### src/hdl/cms_regs.svh
// cms_regs.svh: opcodes, field positions, reset values and steps of the execute block
// assumes it is included by bare name from the package and the design files
`ifndef CMS_REGS_SVH
`define CMS_REGS_SVH

// opcode patterns, compared against the top bits or, for pop, push, reset and idle, the whole instruction word
`define CMS_OP_MUL_HI     7'h01
`define CMS_OP_NEG_HI     7'h36
`define CMS_OP_RELATIVE_CALL_HI   5'h1B
`define CMS_OP_LITERAL_RETURN_HI   8'h0C
`define CMS_OP_INTERRUPT_RETURN_HI  15'h0008
`define CMS_OP_POP        16'h0006
`define CMS_OP_PUSH       16'h0005
`define CMS_OP_RESET      16'h0F0F
`define CMS_OP_IDLE       16'h0000
`define CMS_OP_IDLE_TOP   4'hF

// instruction field positions
`define CMS_BANK_BIT      8
`define CMS_SHADOW_BIT    0

// file addressing limits
`define CMS_INDEXED_MAX   8'h5F
`define CMS_ACCESS_SPLIT  8'h80
`define CMS_ACCESS_LOW    4'h0
`define CMS_ACCESS_HIGH   4'hF

// status flag positions
`define CMS_ST_C          0
`define CMS_ST_DC         1
`define CMS_ST_Z          2
`define CMS_ST_OV         3
`define CMS_ST_N          4

// reset values
`define CMS_RST_PC        21'h000000
`define CMS_RST_BYTE      8'h00
`define CMS_RST_IR        16'h0000

// program counter step of one instruction word
`define CMS_PC_STEP       21'h000002

// default return stack depth
`define CMS_STACK_DEPTH   31

`endif

### src/hdl/cms_pkg.sv
// cms_pkg.sv: types shared by the execute block
// assumes cms_regs.svh is on the include path
package cms_pkg;
  `include "cms_regs.svh"

  // the four phases of one instruction cycle
  typedef enum logic [1:0] {PH_Q1, PH_Q2, PH_Q3, PH_Q4} cms_phase_t;
endpackage

### src/hdl/cms_arith.sv
// cms_arith.sv: unsigned 8x8 multiplier and two's complement negate with flags
// assumes operands are stable flip-flop or memory values on the core clock
`timescale 1ns/10ps
module cms_arith
(
  input  wire logic [7:0]  acc_i,
  input  wire logic [7:0]  opnd_i,
  output logic      [15:0] prod_o,
  output logic      [7:0]  neg_o,
  output logic             neg_c_o,
  output logic             neg_dc_o,
  output logic             neg_z_o,
  output logic             neg_ov_o,
  output logic             neg_n_o
);
  // unsigned product, never overflows 16 bits
  assign prod_o   = {8'h00, acc_i} * {8'h00, opnd_i};

  // negate as 0 - f; carry and digit carry mean no borrow out
  assign neg_o    = ~opnd_i + 8'h01;
  assign neg_c_o  = (opnd_i == 8'h00);
  assign neg_dc_o = (opnd_i[3:0] == 4'h0);
  assign neg_ov_o = (opnd_i == 8'h80);     // only -128 overflows
  assign neg_z_o  = (neg_o == 8'h00);
  assign neg_n_o  = neg_o[7];
endmodule

### src/hdl/cms_exec_unit.sv
// cms_exec_unit.sv: execute block for multiply, negate, idle, stack and return opcodes
// assumes program and data memory answer combinationally on the same clock
`timescale 1ns/10ps
module cms_exec_unit
  import cms_pkg::*;
#(
  parameter int STACK_DEPTH = `CMS_STACK_DEPTH
)
(
  input  wire logic        clock_i,
  input  wire logic        rst_i,
  input  wire logic [15:0] instr_i,
  input  wire logic [7:0]  mem_rdata_i,
  input  wire logic        ext_set_en_i,
  input  wire logic [11:0] fsr2_i,
  input  wire logic        int_entry_i,
  input  wire logic        int_high_i,
  output logic      [20:0] pc_o,
  output logic      [1:0]  phase_o,
  output logic      [11:0] mem_addr_o,
  output logic      [7:0]  mem_wdata_o,
  output logic             mem_we_o,
  output logic      [7:0]  acc_o,
  output logic      [7:0]  status_o,
  output logic      [7:0]  bsr_o,
  output logic      [7:0]  prod_hi_o,
  output logic      [7:0]  prod_lo_o,
  output logic             high_priority_int_enable_o,
  output logic             low_priority_int_enable_o,
  output logic      [7:0]  pc_upper_latch_high_o,
  output logic      [7:0]  pc_top_latch_o,
  output logic      [20:0] tos_o,
  output logic      [7:0]  stack_level_o,
  output logic             soft_reset_o
);
  localparam int PTR_W = $clog2(STACK_DEPTH + 1);

  typedef struct packed {
    cms_phase_t                   phase;
    logic [15:0]                  ir;
    logic                         flush;
    logic [20:0]                  pc;
    logic [7:0]                   acc;
    logic [7:0]                   status;
    logic [7:0]                   bank_select_reg;
    logic [7:0]                   prod_hi;
    logic [7:0]                   prod_lo;
    logic [7:0]                   acc_sh;
    logic [7:0]                   status_sh;
    logic [7:0]                   bsr_sh;
    logic                         high_priority_int_enable;
    logic                         low_priority_int_enable;
    logic [7:0]                   pc_upper_latch_high;
    logic [7:0]                   pc_top_latch;
    logic [STACK_DEPTH-1:0][20:0] stk;
    logic [PTR_W-1:0]             ptr;
    logic [7:0]                   wdata;
    logic                         we;
    logic                         soft_pulse;
  } cms_state_t;

  cms_state_t  st_ff;
  cms_state_t  nxt_st;
  logic        is_mul;
  logic        is_neg;
  logic        is_pop;
  logic        is_push;
  logic        is_relative_call;
  logic        is_reset;
  logic        is_interrupt_return;
  logic        is_literal_return;
  logic        is_idle;
  logic        two_cycle;
  logic        stk_full;
  logic        stk_empty;
  logic [7:0]  fld;
  logic [20:0] stack_top;
  logic [20:0] ret_addr;
  logic [20:0] relative_call_off;
  logic [15:0] prod;
  logic [7:0]  neg_val;
  logic        neg_c;
  logic        neg_dc;
  logic        neg_z;
  logic        neg_ov;
  logic        neg_n;

  // power-on and software reset state
  function automatic cms_state_t reset_state();
    cms_state_t s;
    s            = '0;
    s.phase      = PH_Q1;
    s.ir         = `CMS_RST_IR;
    s.pc         = `CMS_RST_PC;
    s.acc        = `CMS_RST_BYTE;
    s.status     = `CMS_RST_BYTE;
    s.bank_select_reg        = `CMS_RST_BYTE;
    s.prod_hi    = `CMS_RST_BYTE;
    s.prod_lo    = `CMS_RST_BYTE;
    s.acc_sh     = `CMS_RST_BYTE;
    s.status_sh  = `CMS_RST_BYTE;
    s.bsr_sh     = `CMS_RST_BYTE;
    s.pc_upper_latch_high     = `CMS_RST_BYTE;
    s.pc_top_latch     = `CMS_RST_BYTE;
    s.wdata      = `CMS_RST_BYTE;
    return s;
  endfunction

  // opcode decode of the latched instruction word
  assign fld       = st_ff.ir[7:0];
  assign is_mul    = (st_ff.ir[15:9] == `CMS_OP_MUL_HI);
  assign is_neg    = (st_ff.ir[15:9] == `CMS_OP_NEG_HI);
  assign is_pop    = (st_ff.ir == `CMS_OP_POP);
  assign is_push   = (st_ff.ir == `CMS_OP_PUSH);
  assign is_relative_call  = (st_ff.ir[15:11] == `CMS_OP_RELATIVE_CALL_HI);
  assign is_reset  = (st_ff.ir == `CMS_OP_RESET);
  assign is_interrupt_return = (st_ff.ir[15:1] == `CMS_OP_INTERRUPT_RETURN_HI);
  assign is_literal_return  = (st_ff.ir[15:8] == `CMS_OP_LITERAL_RETURN_HI);
  assign is_idle   = (st_ff.ir == `CMS_OP_IDLE) || (st_ff.ir[15:12] == `CMS_OP_IDLE_TOP);
  assign two_cycle = is_relative_call || is_interrupt_return || is_literal_return;

  // return stack view and address arithmetic
  assign stk_full  = (st_ff.ptr == PTR_W'(STACK_DEPTH));
  assign stk_empty = (st_ff.ptr == '0);
  assign stack_top       = stk_empty ? `CMS_RST_PC : st_ff.stk[st_ff.ptr - PTR_W'(1)];
  assign ret_addr  = st_ff.pc + `CMS_PC_STEP;
  assign relative_call_off = {{9{st_ff.ir[10]}}, st_ff.ir[10:0], 1'b0};

  // file address: bank register, indexed offset or access bank
  always_comb
  begin
    if (st_ff.ir[`CMS_BANK_BIT])
      mem_addr_o = {st_ff.bank_select_reg[3:0], fld};
    else if (ext_set_en_i && (fld <= `CMS_INDEXED_MAX))
      mem_addr_o = fsr2_i + {4'h0, fld};
    else if (fld < `CMS_ACCESS_SPLIT)
      mem_addr_o = {`CMS_ACCESS_LOW, fld};
    else
      mem_addr_o = {`CMS_ACCESS_HIGH, fld};
  end

  cms_arith u_arith
  (
    .acc_i    (st_ff.acc),
    .opnd_i   (mem_rdata_i),
    .prod_o   (prod),
    .neg_o    (neg_val),
    .neg_c_o  (neg_c),
    .neg_dc_o (neg_dc),
    .neg_z_o  (neg_z),
    .neg_ov_o (neg_ov),
    .neg_n_o  (neg_n)
  );

  // next state: one phase per clock, four per instruction cycle
  always_comb
  begin
    nxt_st            = st_ff;
    nxt_st.soft_pulse = 1'b0;
    case (st_ff.phase)
      PH_Q1:
      begin
        nxt_st.phase = PH_Q2;
        nxt_st.ir    = st_ff.flush ? `CMS_OP_IDLE : instr_i;
      end
      PH_Q2:
      begin
        nxt_st.phase = PH_Q3;
        if (is_reset)
        begin
          nxt_st            = reset_state();
          nxt_st.soft_pulse = 1'b1;
        end
      end
      PH_Q3:
      begin
        nxt_st.phase = PH_Q4;
        if (is_mul)
        begin
          nxt_st.prod_hi = prod[15:8];
          nxt_st.prod_lo = prod[7:0];
        end
        if (is_neg)
        begin
          nxt_st.wdata              = neg_val;
          nxt_st.we                 = 1'b1;
          nxt_st.status[`CMS_ST_C]  = neg_c;
          nxt_st.status[`CMS_ST_DC] = neg_dc;
          nxt_st.status[`CMS_ST_Z]  = neg_z;
          nxt_st.status[`CMS_ST_OV] = neg_ov;
          nxt_st.status[`CMS_ST_N]  = neg_n;
        end
      end
      PH_Q4:
      begin
        nxt_st.phase = PH_Q1;
        nxt_st.we    = 1'b0;
        if (st_ff.flush)
          nxt_st.flush = 1'b0;
        else
        begin
          nxt_st.pc = ret_addr;
          if (is_pop && !stk_empty)
            nxt_st.ptr = st_ff.ptr - PTR_W'(1);
          if ((is_push || is_relative_call) && !stk_full)
          begin
            nxt_st.stk[st_ff.ptr] = ret_addr;
            nxt_st.ptr            = st_ff.ptr + PTR_W'(1);
          end
          if (is_relative_call)
            nxt_st.pc = ret_addr + relative_call_off;
          if (is_interrupt_return || is_literal_return)
          begin
            nxt_st.pc = stack_top;
            if (!stk_empty)
              nxt_st.ptr = st_ff.ptr - PTR_W'(1);
          end
          if (is_interrupt_return)
          begin
            if (!st_ff.high_priority_int_enable)
              nxt_st.high_priority_int_enable = 1'b1;
            else
              nxt_st.low_priority_int_enable = 1'b1;
            if (st_ff.ir[`CMS_SHADOW_BIT])
            begin
              nxt_st.acc    = st_ff.acc_sh;
              nxt_st.status = st_ff.status_sh;
              nxt_st.bank_select_reg    = st_ff.bsr_sh;
            end
          end
          if (is_literal_return)
            nxt_st.acc = fld;
          if (two_cycle)
            nxt_st.flush = 1'b1;
        end
      end
      default:
        nxt_st = reset_state();
    endcase
    // interrupt entry: save shadows and drop the matching enable
    if (int_entry_i && !nxt_st.soft_pulse)
    begin
      nxt_st.acc_sh    = st_ff.acc;
      nxt_st.status_sh = st_ff.status;
      nxt_st.bsr_sh    = st_ff.bank_select_reg;
      if (int_high_i)
        nxt_st.high_priority_int_enable = 1'b0;
      else
        nxt_st.low_priority_int_enable = 1'b0;
    end
  end

  // state register
  always_ff @(posedge clock_i)
  begin
    if (rst_i)
      st_ff <= reset_state();
    else
      st_ff <= nxt_st;
  end

  // outputs straight from the state register
  assign pc_o          = st_ff.pc;
  assign phase_o       = st_ff.phase;
  assign mem_wdata_o   = st_ff.wdata;
  assign mem_we_o      = st_ff.we;
  assign acc_o         = st_ff.acc;
  assign status_o      = st_ff.status;
  assign bsr_o         = st_ff.bank_select_reg;
  assign prod_hi_o     = st_ff.prod_hi;
  assign prod_lo_o     = st_ff.prod_lo;
  assign high_priority_int_enable_o        = st_ff.high_priority_int_enable;
  assign low_priority_int_enable_o        = st_ff.low_priority_int_enable;
  assign pc_upper_latch_high_o      = st_ff.pc_upper_latch_high;
  assign pc_top_latch_o      = st_ff.pc_top_latch;
  assign tos_o         = stack_top;
  assign stack_level_o = 8'(st_ff.ptr);
  assign soft_reset_o  = st_ff.soft_pulse;
endmodule

### config.mk
export PLATFORM = sky130hd
export DESIGN_NAME = cms_exec_unit
export DESIGN_NICKNAME = d
export VERILOG_FILES = /design/src/hdl/cms_pkg.sv /design/src/hdl/cms_arith.sv /design/src/hdl/cms_exec_unit.sv
export VERILOG_INCLUDE_DIRS = /design/src /design/src/hdl
export SDC_FILE = /design/constraint.sdc
export NUM_CORES = 2
export LEC_CHECK = 0
export ABC_CLOCK_PERIOD_IN_PS = 6700
export BUFFER_PORTS_ARGS = -buffer_cell sky130_fd_sc_hd__buf_2
export CAP_MARGIN = 20
export CORE_MARGIN = 8
export CORE_UTILIZATION = 60
export CTS_BUF_LIST = sky130_fd_sc_hd__clkbuf_16
export CTS_CLUSTER_DIAMETER = 50
export DETAILED_ROUTE_END_ITERATION = 16
export HOLD_SLACK_MARGIN = 0.08
export PLACE_DENSITY = 0.88
export RECOVER_POWER = 50
export SYNTH_ARGS = -nofsm -noshare
export SYNTH_HDL_FRONTEND = slang
export SYNTH_HIERARCHICAL = 1
export SYNTH_SLANG_ARGS = --single-unit
### constraint.sdc
create_clock -name clock_i -period 6.7 [get_ports clock_i]
set_clock_uncertainty 0.1 [all_clocks]
set_input_delay 1.34 -clock clock_i [delete_from_list [all_inputs] [get_ports clock_i]]
set_output_delay 1.34 -clock clock_i [all_outputs]
set_load 0.005 [all_outputs]
== Word level (Yosys, flattened, before mapping) ==
Cells that the tools add are included.
Widths: inputs -> output; s select.
Storage, ports and cells
  bits of input ports: 41
  memories kept: 0
  RAM bits: 0
  logic and storage cells: 164
  bits in registers: 772
  output and inout bits: 132
  memory bits (read-only): 0
  latch bits: 0
Cells by class
  muxes and demuxes: 45
  order comparisons: 5
  bitwise logic cells: 1
  add/subtract/negate cells: 6
  multiply operators: 1
  divide/modulo/power cells: 0
  equal/unequal tests: 22
  reduce and logical (&&, ||, !) cells: 34
  shift operators: 0
Operator list (count)
  $mux 656: 2
  $pmux 656 s2: 1
  $mux 788: 1
  $bwmux 651: 1
  $bmux 21 s5: 1
  $demux 21 s5: 1
  $mux 21: 5
  $mux 24: 3
  $pmux 33 s2: 1
  $pmux 16 s2: 2
  $mux 45: 1
  $mux 12: 3
  $eq 16x3->1 const B: 2
  $mux 16: 2
  $pmux 8 s2: 2
  $mux 26: 1
  $add 21x2->21 const B: 1
  $add 21x21->21: 1
  $mux 5: 4
  $eq 16x12->1 const B: 1
  $logic_not 8->1: 2
  $mul 8x8->16: 1
  $eq 15x4->1 const B: 1
  $pmux 5 s3: 1
  other kinds (38): 73

== Longest topological paths before layout ==
  depth in word-level cells: 10
  depth in mapped cells: 18
  depth with buffers taken out: 17

== Modules after synthesis ==
Netlist, hierarchy kept.
Modules (own cells, without submodules)
  cms_exec_unit: area each 36712.7 sq um, times used 1, cells an instance 4347
  cms_arith: area each 2421.1 sq um, times used 1, cells an instance 298

== Worst setup path after synthesis ==
No wires, ideal clock.
  kind: reg-to-output
  from: reg st_ff (netlist bit stack_level_o[0])
  to: out tos_o[5]
  arrival: 4398 ps
  path slack: 862 ps
  required time: 5260 ps
  buffers on the path: 7
  stages on the path, launching flop included: 15
  path through: dfxtp_1 -> clkbuf_1 -> buf_1 -> inv_1 -> clkbuf_1 -> clkbuf_1 -> ha_1 -> xnor2_1 -> clkbuf_1 -> buf_2 -> buf_1 -> mux4_2 -> mux4_2 -> mux2i_1 -> nor2_1
On the way
  word-level cells in the longest chain between the ends: 4
Ends and longest elaborated chain
  from (decl): line cms_exec_unit.sv:62  | cms_state_t st_ff;
  from (signal assigned): line cms_exec_unit.sv:257  | st_ff <= reset_state();
  from (signal assigned): line cms_exec_unit.sv:259  | st_ff <= nxt_st;
  $sub 5x1->5: line cms_exec_unit.sv:125  | assign stack_top = stk_empty ? `CMS_RST_PC : st_ff.stk[st_ff.ptr - PTR_W'(1)];
  $bmux 21 s5: line cms_exec_unit.sv:125
  $mux 21 (implied by the code): line cms_exec_unit.sv:125
  $mux 21 (*): line cms_exec_unit.sv:125
  to (decl): line cms_exec_unit.sv:32  | output logic [20:0] tos_o,
Mark *: on every way between the ends. The rest lies on a longest branch, timed or not. The select of a mux whose other input is x is not followed.

== Final worst setup path ==
  from: reg st_ff (netlist bit relative_call_off[11])
  to: reg st_ff[16] (netlist bit)
On the way
  word-level cells in the longest chain between the ends: 5
Ends and longest elaborated chain
  $eq 16x3->1 (no line)
  $logic_or 1x1->1: line cms_exec_unit.sv:205  | if ((is_push || is_relative_call) && !stk_full)
  $logic_and 1x1->1: line cms_exec_unit.sv:205
  $ne 2x2->1 (no line)
  $reduce_and 4->1 (no line) (*)
Mark *: on every way between the ends. The rest lies on a longest branch, timed or not.
A chain may end at the register's enable or synchronous reset.

==> reports/summary.txt <==
Worst Path Required: 7.10 ns
core area: 64,500 sq um
Yosys cell types: 73
placer congestion estimate: 1.00
final setup fails: 0
Worst EP arrival: 6.94 ns
worst vdd ir: 180 uV
clock network power share: 0.469
design area: 42,500 sq um
total CTS buffers: 78
DPL Wire Length: 80.7 mm
WHS Endpoint: st_ff[524]
status: finished, violations left
CTS tree: done
Layout area overhead: 8.60%
CP max FO: 49
FF-to-FF path depth: 8
fin crit period: 6.54 ns
layout cells sized above 1: 0.127
io pins: 173
final period utilization: 0.976
PortBufs: 153
R2R Setup Slk: 0.16 ns
Antenna Nets Post-Route: 0
vias per cell: 6.95
Syn Inst Count: 4,645
Fin Hold WS: 0.351 ns
EDFF count, synth: 0
Syn Area/Cell: 8.42 sq um
Final Hold Viols: 0
Iteration-0 DRC Markers: 6,857
Yosys warning count: 6
Die Y: 271 um
synthesized cell area: 39,100 sq um
GRT Residual Overflow: 0
first-pass GRT wire length: 206 mm
DIE AREA: 73,600 sq um
Min-Delay Path Class: reg2reg
Core Rows: 93
Worst setup EP type: flop
# resized after CTS: 0
Worst slew margin: -0.689
H-Tree Level Count: 3
Async SR Flop Fraction: 0
sw frac: 0.233
Max Freq: 0.153 GHz
Tightest Pin Transition: 2.53 ns
Critical Path Start Type: flop
hold path depth: 2
Tot GR Track Use: 0.348
initial antenna violation count: 14
FF-to-FF Start: relative_call_off[11]
initial core utilization: 0.607
Max Slew Vio Count: 156
die span in x: 271 um
WS Path Type: reg2reg
largest net degree at the start of global routing: 208
MaxCap Viol Count: 6
failing checks: max-capacitance violations, max-slew violations
post-synthesis sequential area ratio: 0.395
Area after DPL: 40,100 sq um
Clock Latency Late Sink: 0.65 ns
number of remaining DRC errors: 0
internal power: 7120 uW
vias in the first global route: 36,655
register share of total power: 0.498
min-delay src: st_ff[524]
Hold Buf Count CTS: 0
flops & latches, synth: 772
clk buf depth: 3
Switching Power: 2160 uW
postcts setup bufs: 0
Filler Cell Count: 4,809
Layout Nets: 4,640
root buffer cell: clkbuf_16
detailed-router iteration count before antenna repair: 14
Gate power share: 0.033
Reg clk slew, reported paths: 0.06 ns
routed len/inst: 25.0 um
RSZ-0062 raised after global routing: false
CTS sink cnt: 772
Via Count: 37,605
dominant synthesized flop cell: dfxtp_1
Pleak: 0.0144 uW
capture point of the worst reg-to-reg path: st_ff[16]
setup TNS: 0 ns
PwrDens: 218 nW/um^2
drt total wl: 135 mm
==> how the worst max path moves through the flow <==
stage,startpoint,cells after the start,endpoint
4_1_cts,stack_level_o[0],7,tos_o[4]
3_3_place_gp,mem_rdata_i[7],17,prod_hi_o[4]
6_report,relative_call_off[11],8,st_ff[16]
3_5_place_dp,mem_rdata_i[7],17,prod_hi_o[4]
5_1_grt,relative_call_off[11],9,st_ff[16]
2_1_floorplan,stack_level_o[0],14,tos_o[5]
==> per-stage QoR <==
stage	worst slack, ns	power [uW]	utilization	instances
floorplan	0.862	4930	-	4663
global placement	1.04	5010	0.622	5261
detailed placement	1.01	5020	0.622	5261
CTS	0.608	9260	0.661	5401
global route	0.171	9480	0.659	5407
finish	0.159	9280	0.659	5411
==> cell families after synthesis <==
logic type                 count (synthesis)  synth area share
buffers and inverters                    621            0.0701
adders and majority gates                109            0.0421
xor gates and xnor gates                  60            0.0134
DFF                                      772             0.395
and+or+nand+nor                         1820             0.211
muxes                                    269             0.129
AOI/OAI and AO/OA                        993             0.139
other                                      1         0.0000958
==> placed cells by master, fill, tap and decap left out, types with 9 or more instances in the layout <==
cell type	Yosys	final
nand4_1	13	13
ha_1	71	70
buf_4	97	103
clkbuf_1	388	95
dfxtp_1	772	771
clkinv_2	0	11
clkbuf_16	0	79
nand3_1	735	735
o21ai_0	67	73
mux2i_1	70	70
conb_1	1	19
fa_1	38	38
mux4_2	188	188
inv_1	75	93
nor3_1	35	34
mux2_2	11	11
a22o_1	24	24
and2_1	61	61
a21o_1	15	15
xnor2_1	43	27
and3_1	14	14
xor2_1	17	12
a31oi_2	1	29
o21ai_1	27	21
xnor2_2	0	16
a22oi_1	16	16
o21a_1	9	9
nand2b_1	12	12
nor2_1	159	155
nor2b_1	13	13
nand2_1	733	733
a21oi_1	733	733
clkinv_1	0	11
buf_2	39	83
a211oi_1	13	13
==> state kept, by name (all words and copies together) (netlist names) <==
signal / flops
mem_wdata_o: 8
prod_hi_o: 8
prod_lo_o: 8
high_priority_int_enable_o: 1
fld: 8
stack_level_o: 5
pc_o: 21
mem_we_o: 1
low_priority_int_enable_o: 1
relative_call_off: 3
soft_reset_o: 1
phase_o: 2
status_o: 8
st_ff: 681
bsr_o: 8
acc_o: 8
==> layout make-up <==
cell class                      instances  area [sq um]  share of cell area
Timing Repair Buffer                  293          1730              0.0408
Inverter                               75           282             0.00662
Multi-Input combinational cell       3270         21400               0.504
Clock buffer                           79          1980              0.0465
Antenna cell                            6          15.0            0.000353
Sequential cell                       772         15500               0.364
Tap cell                              855          1070              0.0252
Clock inverter                         61           541              0.0127
==> routing by layer <==
layer  global-route usage  vias up  wire length (um)  part of all wire
met2                0.519     3291             57700              0.43
met3                0.134      804             21500              0.16
met1                0.405    17601             44400              0.33
met4                0.259       10             11300             0.083
li1                     -    15899                 -                 -
met5             0.000657        -                71           0.00053
==> cells in the mapped netlist (15+ instances only) <==
library cell / count / area share
clkbuf_1: 388 / 0.037
inv_1: 75 / 0.0072
dfxtp_1: 772 / 0.39
a22oi_1: 16 / 0.0031
buf_2: 39 / 0.0050
mux2i_1: 70 / 0.018
nor3_1: 35 / 0.0045
nand3_1: 735 / 0.094
mux4_2: 188 / 0.11
xnor2_1: 43 / 0.0096
a31oi_1: 35 / 0.0056
a21oi_1: 733 / 0.094
buf_1: 22 / 0.0021
a22o_1: 24 / 0.0054
nor2_1: 159 / 0.015
ha_1: 71 / 0.023
xor2_1: 17 / 0.0038
o21ai_0: 67 / 0.0086
o21ai_1: 27 / 0.0035
nand2_1: 733 / 0.070
buf_4: 97 / 0.019
a21o_1: 15 / 0.0029
and2_1: 61 / 0.0098
fa_1: 38 / 0.019
==> power groups by stage <==
stage	registers, uW	clock network (uW)	logic, uW
after floorplan	4710	0	220
after global placement	4720	0	290
after detailed placement	4720	0	293
after CTS	4620	4340	295
after global routing	4620	4540	325
final	4620	4350	306
==> worst max-delay path: stages, from the launching register on <==
cell	delay (ns)
dfxtp_1	0.75
nor3b_1	0.45
nand3_1	0.23
o41a_1	0.46
nor4b_1	1.51
clkbuf_2	1.33
nand2_1	1.04
a31oi_1	0.44
nor2_1	0.08
No activity file was read; power rests on OpenSTA's default activity.
